`src/rtl/csp_pkg.sv`:
```
// Shared constants and types of the core stack and pointer support block
package csp_pkg;

	localparam int PC_W = 15;
	localparam int STK_AW = 4;
	localparam int DEPTH_W = 5;
	localparam int PTR_W = 16;
	localparam int BYTE_W = 8;
	localparam int DADDR_W = 12;
	localparam int PROG_W = 14;
	localparam int WB_AW = 8;
	localparam int WB_DW = 32;

	localparam logic [DEPTH_W-1:0] STK_DEPTH = 5'h10;
	localparam logic [PC_W-1:0] PC_RESET = 15'h0000;
	localparam logic [PC_W-1:0] PC_INT_VEC = 15'h0004;
	localparam logic [PC_W-1:0] PC_STEP = 15'h0001;

	////////////////////////////////////////////////////////////////////////
	// Register map, byte addresses
	localparam logic [WB_AW-1:0] OFF_CTRL = 8'h00;
	localparam logic [WB_AW-1:0] OFF_STATUS = 8'h04;
	localparam logic [WB_AW-1:0] OFF_MASK = 8'h08;
	localparam logic [WB_AW-1:0] OFF_PTR0 = 8'h0C;
	localparam logic [WB_AW-1:0] OFF_STACK = 8'h14;
	localparam logic [WB_AW-1:0] PTR_STRIDE = 8'h04;

	localparam int CTRL_ERRRST_BIT = 0;
	localparam int ST_OVF_BIT = 0;
	localparam int ST_UNF_BIT = 1;
	localparam int STACK_DEPTH_LSB = 0;
	localparam int STACK_PC_LSB = 16;

	localparam logic CTRL_ERRRST_RESET = 1'b1;
	localparam logic [1:0] STATUS_RESET = 2'h0;
	localparam logic [1:0] MASK_RESET = 2'h0;
	localparam logic [PTR_W-1:0] PTR_RESET = 16'h0000;

	////////////////////////////////////////////////////////////////////////
	// Pointer address space
	localparam int PROG_BIT = 15;
	localparam logic [PTR_W-1:0] TRAD_LAST = 16'h0FFF;
	localparam logic [PTR_W-1:0] LIN_BASE = 16'h2000;
	localparam logic [PTR_W-1:0] LIN_LAST = 16'h29AF;
	localparam logic [PTR_W-1:0] BANK_BYTES = 16'h0050;
	localparam logic [6:0] GPR_OFF = 7'h20;

	typedef enum {ST_IDLE, ST_POP, ST_DACC, ST_PROG1, ST_PROG2} csp_state_t;
	typedef enum {K_TRAD, K_LIN, K_PROG, K_NONE} csp_kind_t;

endpackage : csp_pkg

```
`src/rtl/csp_core_support.sv`:
```
// Context shadows, return stack, program counter and indirect pointers
`timescale 1ns/1ps

////////////////////////////////////////////////////////////////////////////
module csp_core_support (
	input wire logic clk,
	input wire logic nrst,
	input wire logic [csp_pkg::WB_AW-1:0] wbAdr,
	input wire logic [csp_pkg::WB_DW-1:0] wbWrDat,
	output logic [csp_pkg::WB_DW-1:0] wbRdDat,
	input wire logic wbWe,
	input wire logic [3:0] wbSel,
	input wire logic wbCyc,
	input wire logic wbStb,
	output logic wbAck,
	output logic irq,
	output logic seqReady,
	input wire logic stepPc,
	input wire logic callReq,
	input wire logic [csp_pkg::PC_W-1:0] callTarget,
	input wire logic retReq,
	input wire logic retfieReq,
	input wire logic intReq,
	output logic [csp_pkg::PC_W-1:0] pc,
	input wire logic [7:0] liveW,
	input wire logic [4:0] liveStatus,
	input wire logic [4:0] liveBsr,
	input wire logic [6:0] livePclath,
	output logic [7:0] shadowW,
	output logic [4:0] shadowStatus,
	output logic [4:0] shadowBsr,
	output logic [6:0] shadowPclath,
	output logic ctxRestore,
	input wire logic indReq,
	input wire logic indSel,
	input wire logic indWe,
	input wire logic [csp_pkg::BYTE_W-1:0] indWdata,
	output logic indReady,
	output logic indAck,
	output logic [csp_pkg::BYTE_W-1:0] indRdata,
	output logic dataReq,
	output logic dataWe,
	output logic [csp_pkg::DADDR_W-1:0] dataAddr,
	output logic [csp_pkg::BYTE_W-1:0] dataWdata,
	input wire logic [csp_pkg::BYTE_W-1:0] dataRdata,
	output logic progReq,
	output logic [csp_pkg::PC_W-1:0] progAddr,
	input wire logic [csp_pkg::PROG_W-1:0] progRdata,
	output logic swReset
);

	////////////////////////////////////////////////////////////////////////
	// Decoding helpers

	function automatic csp_pkg::csp_kind_t ptrKind(
		input logic [csp_pkg::PTR_W-1:0] p);
		if (p[csp_pkg::PROG_BIT]) begin
			ptrKind = csp_pkg::K_PROG;
		end else if (p <= csp_pkg::TRAD_LAST) begin
			ptrKind = csp_pkg::K_TRAD;
		end else if (p >= csp_pkg::LIN_BASE && p <= csp_pkg::LIN_LAST) begin
			ptrKind = csp_pkg::K_LIN;
		end else begin
			ptrKind = csp_pkg::K_NONE;
		end
	endfunction : ptrKind

	// Linear offset splits into bank and in-bank GPR offset
	function automatic logic [csp_pkg::DADDR_W-1:0] ptrMap(
		input logic [csp_pkg::PTR_W-1:0] p);
		logic [csp_pkg::PTR_W-1:0] lin;
		logic [csp_pkg::PTR_W-1:0] bank;
		logic [csp_pkg::PTR_W-1:0] rem;
		lin = p - csp_pkg::LIN_BASE;
		bank = lin / csp_pkg::BANK_BYTES;
		rem = lin % csp_pkg::BANK_BYTES;
		if (p <= csp_pkg::TRAD_LAST) begin
			ptrMap = p[csp_pkg::DADDR_W-1:0];
		end else begin
			ptrMap = {bank[4:0], csp_pkg::GPR_OFF + rem[6:0]};
		end
	endfunction : ptrMap

	function automatic logic [csp_pkg::WB_AW-1:0] ptrOff(input int i);
		ptrOff = csp_pkg::OFF_PTR0 + csp_pkg::PTR_STRIDE * i[7:0];
	endfunction : ptrOff

	////////////////////////////////////////////////////////////////////////
	// Declarations

	csp_pkg::csp_state_t stateQ;
	csp_pkg::csp_kind_t kindQ;
	logic [csp_pkg::PC_W-1:0] pcQ;
	logic [csp_pkg::DEPTH_W-1:0] depthQ;
	logic [csp_pkg::PTR_W-1:0] ptrQ [2];
	logic [csp_pkg::PTR_W-1:0] ptrShadowQ [2];
	logic [csp_pkg::PC_W-1:0] stkRdData;
	logic [1:0] statusQ;
	logic [1:0] maskQ;
	logic errRstEnQ;
	logic popEmptyQ;
	logic swResetQ;
	logic ctxRestoreQ;
	logic wbAckQ;
	logic [csp_pkg::WB_DW-1:0] wbRdDatQ;
	logic [csp_pkg::WB_DW-1:0] rdMux;
	logic weQ;
	logic [csp_pkg::BYTE_W-1:0] wdataQ;
	logic [csp_pkg::DADDR_W-1:0] dAddrQ;
	logic [csp_pkg::PC_W-1:0] pAddrQ;
	logic indAckQ;
	logic [csp_pkg::BYTE_W-1:0] indRdataQ;
	logic [7:0] shWQ;
	logic [4:0] shStatusQ;
	logic [4:0] shBsrQ;
	logic [6:0] shPclathQ;
	logic idle;
	logic anySeq;
	logic takeInt;
	logic takeRetfie;
	logic takeRet;
	logic takeCall;
	logic takeStep;
	logic takeInd;
	logic push;
	logic pop;
	logic stkFull;
	logic stkEmpty;
	logic ovfEvt;
	logic unfEvt;
	logic errRst;
	logic wbReq;
	logic wbWr;
	logic [csp_pkg::PTR_W-1:0] indPtr;
	logic [csp_pkg::PC_W-1:0] pushVal;

	////////////////////////////////////////////////////////////////////////
	// Sequencer arbitration; interrupt entry outranks everything

	assign idle = stateQ == csp_pkg::ST_IDLE;
	assign anySeq = intReq | retfieReq | retReq | callReq | stepPc;
	assign takeInt = idle & intReq;
	assign takeRetfie = idle & !intReq & retfieReq;
	assign takeRet = idle & !intReq & !retfieReq & retReq;
	assign takeCall = idle & !intReq & !retfieReq & !retReq & callReq;
	assign takeStep = idle & !intReq & !retfieReq & !retReq & !callReq
		& stepPc;
	assign takeInd = idle & !anySeq & indReq;
	assign seqReady = idle;
	assign indReady = idle & !anySeq;

	assign push = takeInt | takeCall;
	assign pop = takeRet | takeRetfie;
	assign stkFull = depthQ == csp_pkg::STK_DEPTH;
	assign stkEmpty = depthQ == '0;
	assign ovfEvt = push & stkFull;
	assign unfEvt = pop & stkEmpty;
	assign errRst = (ovfEvt | unfEvt) & errRstEnQ;
	// Interrupt returns to the interrupted instruction, call to the next
	assign pushVal = takeInt ? pcQ : pcQ + csp_pkg::PC_STEP;

	////////////////////////////////////////////////////////////////////////
	// Return stack

	csp_stack_mem u_stack (
		.clk(clk),
		.nrst(nrst),
		.we(push & !stkFull),
		.wrAddr(depthQ[csp_pkg::STK_AW-1:0]),
		.wrData(pushVal),
		.rdAddr(depthQ[csp_pkg::STK_AW-1:0] - 4'h1),
		.rdData(stkRdData)
	);

	always_ff @(posedge clk or negedge nrst) begin
		if (!nrst) begin
			depthQ <= '0;
		end else if (errRst) begin
			depthQ <= '0;
		end else if (push & !stkFull) begin
			depthQ <= depthQ + 5'h01;
		end else if (pop & !stkEmpty) begin
			depthQ <= depthQ - 5'h01;
		end
	end

	always_ff @(posedge clk or negedge nrst) begin
		if (!nrst) begin
			popEmptyQ <= 1'b0;
		end else if (pop) begin
			popEmptyQ <= stkEmpty;
		end
	end

	////////////////////////////////////////////////////////////////////////
	// Program counter; registered stack read needs one extra pop cycle

	always_ff @(posedge clk or negedge nrst) begin
		if (!nrst) begin
			pcQ <= csp_pkg::PC_RESET;
		end else if (errRst) begin
			pcQ <= csp_pkg::PC_RESET;
		end else if (takeInt) begin
			pcQ <= csp_pkg::PC_INT_VEC;
		end else if (takeCall) begin
			pcQ <= callTarget;
		end else if (takeStep) begin
			pcQ <= pcQ + csp_pkg::PC_STEP;
		end else if (stateQ == csp_pkg::ST_POP) begin
			pcQ <= popEmptyQ ? csp_pkg::PC_RESET : stkRdData;
		end
	end
	assign pc = pcQ;

	always_ff @(posedge clk or negedge nrst) begin
		if (!nrst) begin
			swResetQ <= 1'b0;
		end else begin
			swResetQ <= errRst;
		end
	end
	assign swReset = swResetQ;

	////////////////////////////////////////////////////////////////////////
	// Context shadows, no stack level used

	always_ff @(posedge clk or negedge nrst) begin
		if (!nrst) begin
			shWQ <= '0;
			shStatusQ <= '0;
			shBsrQ <= '0;
			shPclathQ <= '0;
		end else if (takeInt) begin
			shWQ <= liveW;
			shStatusQ <= liveStatus;
			shBsrQ <= liveBsr;
			shPclathQ <= livePclath;
		end
	end

	always_ff @(posedge clk or negedge nrst) begin
		if (!nrst) begin
			ctxRestoreQ <= 1'b0;
		end else begin
			ctxRestoreQ <= takeRetfie & !errRst;
		end
	end
	assign shadowW = shWQ;
	assign shadowStatus = shStatusQ;
	assign shadowBsr = shBsrQ;
	assign shadowPclath = shPclathQ;
	assign ctxRestore = ctxRestoreQ;

	////////////////////////////////////////////////////////////////////////
	// Register slave, ack one cycle after the strobe

	assign wbReq = wbCyc & wbStb & !wbAckQ;
	assign wbWr = wbReq & wbWe;

	always_ff @(posedge clk or negedge nrst) begin
		if (!nrst) begin
			wbAckQ <= 1'b0;
		end else begin
			wbAckQ <= wbReq;
		end
	end
	assign wbAck = wbAckQ;

	always_comb begin
		rdMux = '0;
		if (wbAdr == csp_pkg::OFF_CTRL) begin
			rdMux[csp_pkg::CTRL_ERRRST_BIT] = errRstEnQ;
		end else if (wbAdr == csp_pkg::OFF_STATUS) begin
			rdMux[1:0] = statusQ;
		end else if (wbAdr == csp_pkg::OFF_MASK) begin
			rdMux[1:0] = maskQ;
		end else if (wbAdr == ptrOff(0)) begin
			rdMux[csp_pkg::PTR_W-1:0] = ptrQ[0];
		end else if (wbAdr == ptrOff(1)) begin
			rdMux[csp_pkg::PTR_W-1:0] = ptrQ[1];
		end else if (wbAdr == csp_pkg::OFF_STACK) begin
			rdMux[csp_pkg::STACK_DEPTH_LSB+:csp_pkg::DEPTH_W] = depthQ;
			rdMux[csp_pkg::STACK_PC_LSB+:csp_pkg::PC_W] = pcQ;
		end
	end

	always_ff @(posedge clk or negedge nrst) begin
		if (!nrst) begin
			wbRdDatQ <= '0;
		end else if (wbReq) begin
			wbRdDatQ <= rdMux;
		end
	end
	assign wbRdDat = wbRdDatQ;

	always_ff @(posedge clk or negedge nrst) begin
		if (!nrst) begin
			errRstEnQ <= csp_pkg::CTRL_ERRRST_RESET;
			maskQ <= csp_pkg::MASK_RESET;
		end else if (wbWr & wbSel[0]) begin
			if (wbAdr == csp_pkg::OFF_CTRL) begin
				errRstEnQ <= wbWrDat[csp_pkg::CTRL_ERRRST_BIT];
			end else if (wbAdr == csp_pkg::OFF_MASK) begin
				maskQ <= wbWrDat[1:0];
			end
		end
	end

	// Event set wins over a same-cycle write-one clear
	always_ff @(posedge clk or negedge nrst) begin
		if (!nrst) begin
			statusQ <= csp_pkg::STATUS_RESET;
		end else begin
			if (wbWr & wbSel[0] & (wbAdr == csp_pkg::OFF_STATUS)) begin
				statusQ <= (statusQ & ~wbWrDat[1:0]) | {unfEvt, ovfEvt};
			end else begin
				statusQ <= statusQ | {unfEvt, ovfEvt};
			end
		end
	end
	assign irq = |(statusQ & maskQ);

	////////////////////////////////////////////////////////////////////////
	// Indirect pointers, restored on interrupt return

	for (genvar i = 0; i < 2; i++) begin : g_ptr
		always_ff @(posedge clk or negedge nrst) begin
			if (!nrst) begin
				ptrShadowQ[i] <= csp_pkg::PTR_RESET;
			end else if (takeInt) begin
				ptrShadowQ[i] <= ptrQ[i];
			end
		end
		always_ff @(posedge clk or negedge nrst) begin
			if (!nrst) begin
				ptrQ[i] <= csp_pkg::PTR_RESET;
			end else if (takeRetfie & !errRst) begin
				ptrQ[i] <= ptrShadowQ[i];
			end else if (wbWr & (wbAdr == ptrOff(i))) begin
				if (wbSel[0]) begin
					ptrQ[i][7:0] <= wbWrDat[7:0];
				end
				if (wbSel[1]) begin
					ptrQ[i][15:8] <= wbWrDat[15:8];
				end
			end
		end
	end

	////////////////////////////////////////////////////////////////////////
	// Access sequencer

	assign indPtr = indSel ? ptrQ[1] : ptrQ[0];

	always_ff @(posedge clk or negedge nrst) begin
		if (!nrst) begin
			stateQ <= csp_pkg::ST_IDLE;
		end else begin
			case (stateQ)
				csp_pkg::ST_IDLE: begin
					if (pop & !errRst) begin
						stateQ <= csp_pkg::ST_POP;
					end else if (takeInd) begin
						if (ptrKind(indPtr) == csp_pkg::K_PROG) begin
							stateQ <= csp_pkg::ST_PROG1;
						end else begin
							stateQ <= csp_pkg::ST_DACC;
						end
					end
				end
				csp_pkg::ST_PROG1: stateQ <= csp_pkg::ST_PROG2;
				default: stateQ <= csp_pkg::ST_IDLE;
			endcase
		end
	end

	always_ff @(posedge clk or negedge nrst) begin
		if (!nrst) begin
			kindQ <= csp_pkg::K_NONE;
			weQ <= 1'b0;
			wdataQ <= '0;
			dAddrQ <= '0;
			pAddrQ <= '0;
		end else if (takeInd) begin
			kindQ <= ptrKind(indPtr);
			weQ <= indWe;
			wdataQ <= indWdata;
			dAddrQ <= ptrMap(indPtr);
			pAddrQ <= indPtr[csp_pkg::PC_W-1:0];
		end
	end

	// Unmapped pointer space reads zero and drops writes
	assign dataReq = (stateQ == csp_pkg::ST_DACC) & (kindQ != csp_pkg::K_NONE);
	assign dataWe = dataReq & weQ;
	assign dataAddr = dAddrQ;
	assign dataWdata = wdataQ;
	assign progReq = (stateQ == csp_pkg::ST_PROG1)
		| (stateQ == csp_pkg::ST_PROG2);
	assign progAddr = pAddrQ;

	always_ff @(posedge clk or negedge nrst) begin
		if (!nrst) begin
			indAckQ <= 1'b0;
		end else begin
			indAckQ <= (stateQ == csp_pkg::ST_DACC)
				| (stateQ == csp_pkg::ST_PROG2);
		end
	end

	// No program write path exists, so such writes only complete
	always_ff @(posedge clk or negedge nrst) begin
		if (!nrst) begin
			indRdataQ <= '0;
		end else if (stateQ == csp_pkg::ST_PROG2) begin
			indRdataQ <= weQ ? '0 : progRdata[7:0];
		end else if (stateQ == csp_pkg::ST_DACC) begin
			indRdataQ <= (weQ | !dataReq) ? '0 : dataRdata;
		end
	end
	assign indAck = indAckQ;
	assign indRdata = indRdataQ;
endmodule : csp_core_support

```
`src/rtl/csp_stack_mem.sv`:
```
// Return address storage with registered read port
`timescale 1ns/1ps
module csp_stack_mem (
	input wire logic clk,
	input wire logic nrst,
	input wire logic we,
	input wire logic [csp_pkg::STK_AW-1:0] wrAddr,
	input wire logic [csp_pkg::PC_W-1:0] wrData,
	input wire logic [csp_pkg::STK_AW-1:0] rdAddr,
	output logic [csp_pkg::PC_W-1:0] rdData
);

	logic [csp_pkg::PC_W-1:0] mem [2**csp_pkg::STK_AW];

	// Array has no reset; an empty level is never returned
	always_ff @(posedge clk) begin
		if (we) begin
			mem[wrAddr] <= wrData;
		end
	end

	always_ff @(posedge clk or negedge nrst) begin
		if (!nrst) begin
			rdData <= csp_pkg::PC_RESET;
		end else begin
			rdData <= mem[rdAddr];
		end
	end

endmodule : csp_stack_mem

```
`config.mk`:
```
export PLATFORM = sky130hd
export DESIGN_NAME = csp_core_support
export DESIGN_NICKNAME = d
export VERILOG_FILES = /design/src/rtl/csp_pkg.sv /design/src/rtl/csp_core_support.sv /design/src/rtl/csp_stack_mem.sv
export SDC_FILE = /design/constraint.sdc
export NUM_CORES = 1
export LEC_CHECK = 0
export ABC_CLOCK_PERIOD_IN_PS = 5400
export BUFFER_PORTS_ARGS = -buffer_cell sky130_fd_sc_hd__buf_2
export CORE_MARGIN = 2
export CORE_UTILIZATION = 40
export DETAILED_ROUTE_END_ITERATION = 8
export GPL_ROUTABILITY_DRIVEN = 0
export SETUP_SLACK_MARGIN = 0.5
export SYNTH_ARGS = -nofsm -noshare
export SYNTH_HDL_FRONTEND = slang
export SYNTH_SLANG_ARGS = --single-unit
```
`constraint.sdc`:
```
create_clock -name clk -period 5.4 [get_ports clk]
set_input_delay 0 -clock clk [delete_from_list [all_inputs] [get_ports clk]]
set_output_delay 0 -clock clk [all_outputs]
set_load 0.05 [all_outputs]
```
==> results.toml <==
[timing]
slew_headroom_pct = 13.7
fin_crit_ns = 5.48
fin_skew_ns = 0.0353
worst_pin_slew_ns = 1.29
setup_tns_ns = -0.222
rsz0062_at_grt = "true"
max_freq_mhz = 182
fin_crit_sh_pct = 102
hold_viol = 0
worst_slack_ns = -0.0828
drv_slew = 0
setup_viol = 4

[worst_setup_path]
r2r_slack_ns = -0.08
cp_common_cell = "buf_4"
crit_buf_inv = 6
r2r-end = "dataAddr[5]"
worst-endpoint-arrival_ns = 5.96
r2r_start = "ptrQ[29]"
endpoint_kind = "flip-flop"
slowest_delay_ns = 0.37
worstSetupStartpoint = "ptrQ[29]"
reg2reg_depth = 25
start_kind = "flip-flop"
critPathRequiredTime_ns = 5.87
path_max_fanout = 7
critPathKind = "flip-flop to flip-flop"
path_depth = 25
critical-path-top-delay-family = "compound AO/OA/AOI/OAI gates"
cp_slowest_cell = "dfrtp_1"

[final_layout]
drive_above_1_share_pct = 31.6
fin_cells = 2924
nets = 2337
fillers = 4452
finalInstanceArea_um2 = 27400
area_growth_pct = 29.9

[power_and_ir_drop]
fin_total_pwr_w = 0.0173
p_per_area_nw_per_um2 = 633
ir_drop_mv = 0.506
p_leak_nw = 11.4

[clock_network]
cts.htree.levels = 2
cts.clk_slew.worst_paths_ns = 0.06
cts_tree = "yes"
cts_buffer_depth = 3
cts-root-buf = "clkbuf_16"
numCtsBuffers = 48
clkLatencyLatePin_ns = 0.60
cts.sinks = 451

[worst_hold_path]
holdPathStages = 5
whs_endpoint = "pc[9]"
min_from = "stepPc"
hp-class = "input pin to flip-flop"

[detailed_routing]
drt_wl_total_um = 65000
route.met3.wl_um = 4780
dr.first_iter.drc_count = 1728
ant_nets = 0
wl_met1_um = 26200
wl_met2_um = 31900
routed.top_layer = "met4"
via_per_inst = 5.70
route.detailed.drc = 0
dr.pass1.iters = 9
vias = 16660
routedWlPerCell_um = 22.2

[placement]
hpwlAfterDp_um = 41200
place_area_um2 = 23800
pre_cts_ws_ns = -0.108
dp_cells = 2689
io_buffers = 226

[global_routing]
grt_start_max_net_pins = 106
gr-total-overflow = 0
antenna_found_initial = 0
grt_util_all_layers_pct = 23.1
grt_pass1_vias = 16039
grt_pass1_wl_um = 96000

[yosys]
synth_top_family_by_area = "simple AND/OR/NAND/NOR gates"
ys.flop_type = "edfxtp_1"
synth_mux_area_share_pct = 11.1
synthAdderAreaFrac_pct = 0.747
synthArstFlopShare_pct = 46.8
yosysSeqAreaShare_pct = 59.2
syn_inst = 1756
ys_ff_latch = 451
synthXorXnorAreaFrac_pct = 1.74
syn_nets = 1895
syn_area_um2 = 21100
yosys.area_share.simple_pct = 13.0
synth-compound-area-share_pct = 11.4
avgSynthCellArea_um2 = 12.0
yosysWarnings = 0
synth_cell_types = 90
synth_edf_count = 240

[floorplanning]
die_area_um2 = 54600
core_area_um2 = 52300
dieHeight_um = 234
start_util_pct = 40.3
rows = 84
die_w_um = 234
num_io_pins = 252

[job]
maxCapViolCount = 0

[status]
status = "finished with violations"
violations = "setup timing"
## layer usage
metal	track usage, %	up-vias
li1	-	7387
met2	38.8	744
met3	3.16	147
met4	7.42	0
met1	31.1	8382
met5	0	-
## worst register-to-register path, delay by kind of cell, from the launching register on
family	cells	cell delay, ns
AO/OA/AOI/OAI	12	2.29
XOR/XNOR	1	0.26
adder cells (fa/ha/maj)	1	0.20
buffers and inverters	6	0.88
flip-flops	1	0.37
multiplexers	2	0.51
AND/OR/NAND/NOR	3	0.86
## how the worst max path moves through the flow
stage,endpoint,slack (ns)
3_5_place_dp,dataAddr[7],-0.11
3_3_place_gp,dataAddr[7],-0.005
2_1_floorplan,dataAddr[4],-0.02
6_report,dataAddr[5],-0.08
5_1_grt,dataAddr[7],-0.29
4_1_cts,dataAddr[6],0.02
## logic make-up (layout without fill, tap and decap cells)
group / after synthesis / count (layout)
XOR/XNOR: 41 / 41
buffers and inverters: 145 / 624
AND/OR/NAND/NOR: 607 / 607
multiplexers: 134 / 134
other: 1 / 2
adder cells (fa/ha/maj): 12 / 12
flip-flops: 451 / 451
AO/OA/AOI/OAI: 365 / 365
## power by group
group	total, W	internal, W	switching [W]
logic	0.00932	0.00426	0.00507
clock network	0.00329	0.00191	0.00138
registers	0.00473	0.00433	0.000403
## metrics by stage
| stage | util, % | hold slack, ns |
|---|---|---|
| 2_1_floorplan | - | -0.296 |
| 3_3_place_gp | 45.5 | 0.113 |
| 3_5_place_dp | 45.5 | 0.119 |
| 4_1_cts | 50.9 | 0.00591 |
| 5_1_grt | 52.4 | 0.0459 |
| 6_report | 52.4 | 0.0343 |
## synth_stat cells, types with 19 or more instances
library cell	instances	share of area, %
a21oi_1	70	1.7
o21ai_0	117	2.8
nor2_1	70	1.2
xor2_1	19	0.79
and3_1	19	0.56
a22o_1	20	0.83
nand2_1	361	6.4
mux2i_1	37	1.8
clkbuf_1	90	1.6
edfxtp_1	240	34
dfrtp_1	208	25
inv_1	32	0.57
mux4_2	76	8.1
nand3_1	28	0.66
xnor2_1	21	0.87
nor3_1	25	0.59
## what timing repair did
| item | in CTS | in global routing |
|---|---|---|
| endpoints found under the setup margin | 5 | 6 |
| endpoints found under the hold margin | 204 | 0 |
| hold buffers | 100 | 0 |
| pin swaps | 16 | 43 |
| gates cloned | 0 | 0 |
| gates resized for setup | 27 | 97 |
| setup buffers | 11 | 35 |
## sequential cells by signal, indices dropped and copies added (netlist names), 7 cells and up
signal          count
ptrQ               32
pc                 15
indRdata            8
u_stack.mem       240
progAddr           12
shadowW             8
dataWdata           8
wbRdDat            31
dataAddr           12
u_stack.rdData     15
ptrShadowQ         32
shadowPclath        7
## cells in the final DEF, fill, tap and decap left out, types with 8 or more instances in the layout
master and count:
mux2i_1 34, clkinv_2 8, a222oi_1 9, nor3b_1 12, mux2_2 14, nor2_1 60
nor3_1 17, a21o_1 9, a22o_1 19, nand3_1 25, a21oi_1 65, clkbuf_16 48
nand4_1 8, inv_1 31, clkbuf_1 11, buf_6 14, buf_4 164, o211ai_1 10
nand2_1 356, mux4_2 76, o21ai_0 110, and3_1 19, a22oi_1 16, edfxtp_1 240
nor3_2 8, nor2b_1 15, clkbuf_8 9, xor2_1 19, dfrtp_1 207, xnor2_1 17
dlygate4sd3_1 100, buf_2 225, ha_1 9
## layout make-up
type                    instances  area [um2]  area share, %
flip-flops and latches        451       12500           45.6
multi-input cells            1160        8800           32.1
repair buffers                505        3550           13.0
clock buffers                  68        1370           4.98
well taps                     688         861           3.14
clock inverters                19         216          0.790
inverters                      32         123          0.447
diodes                          1        2.50        0.00913
Power figures use the tool's default switching activity.
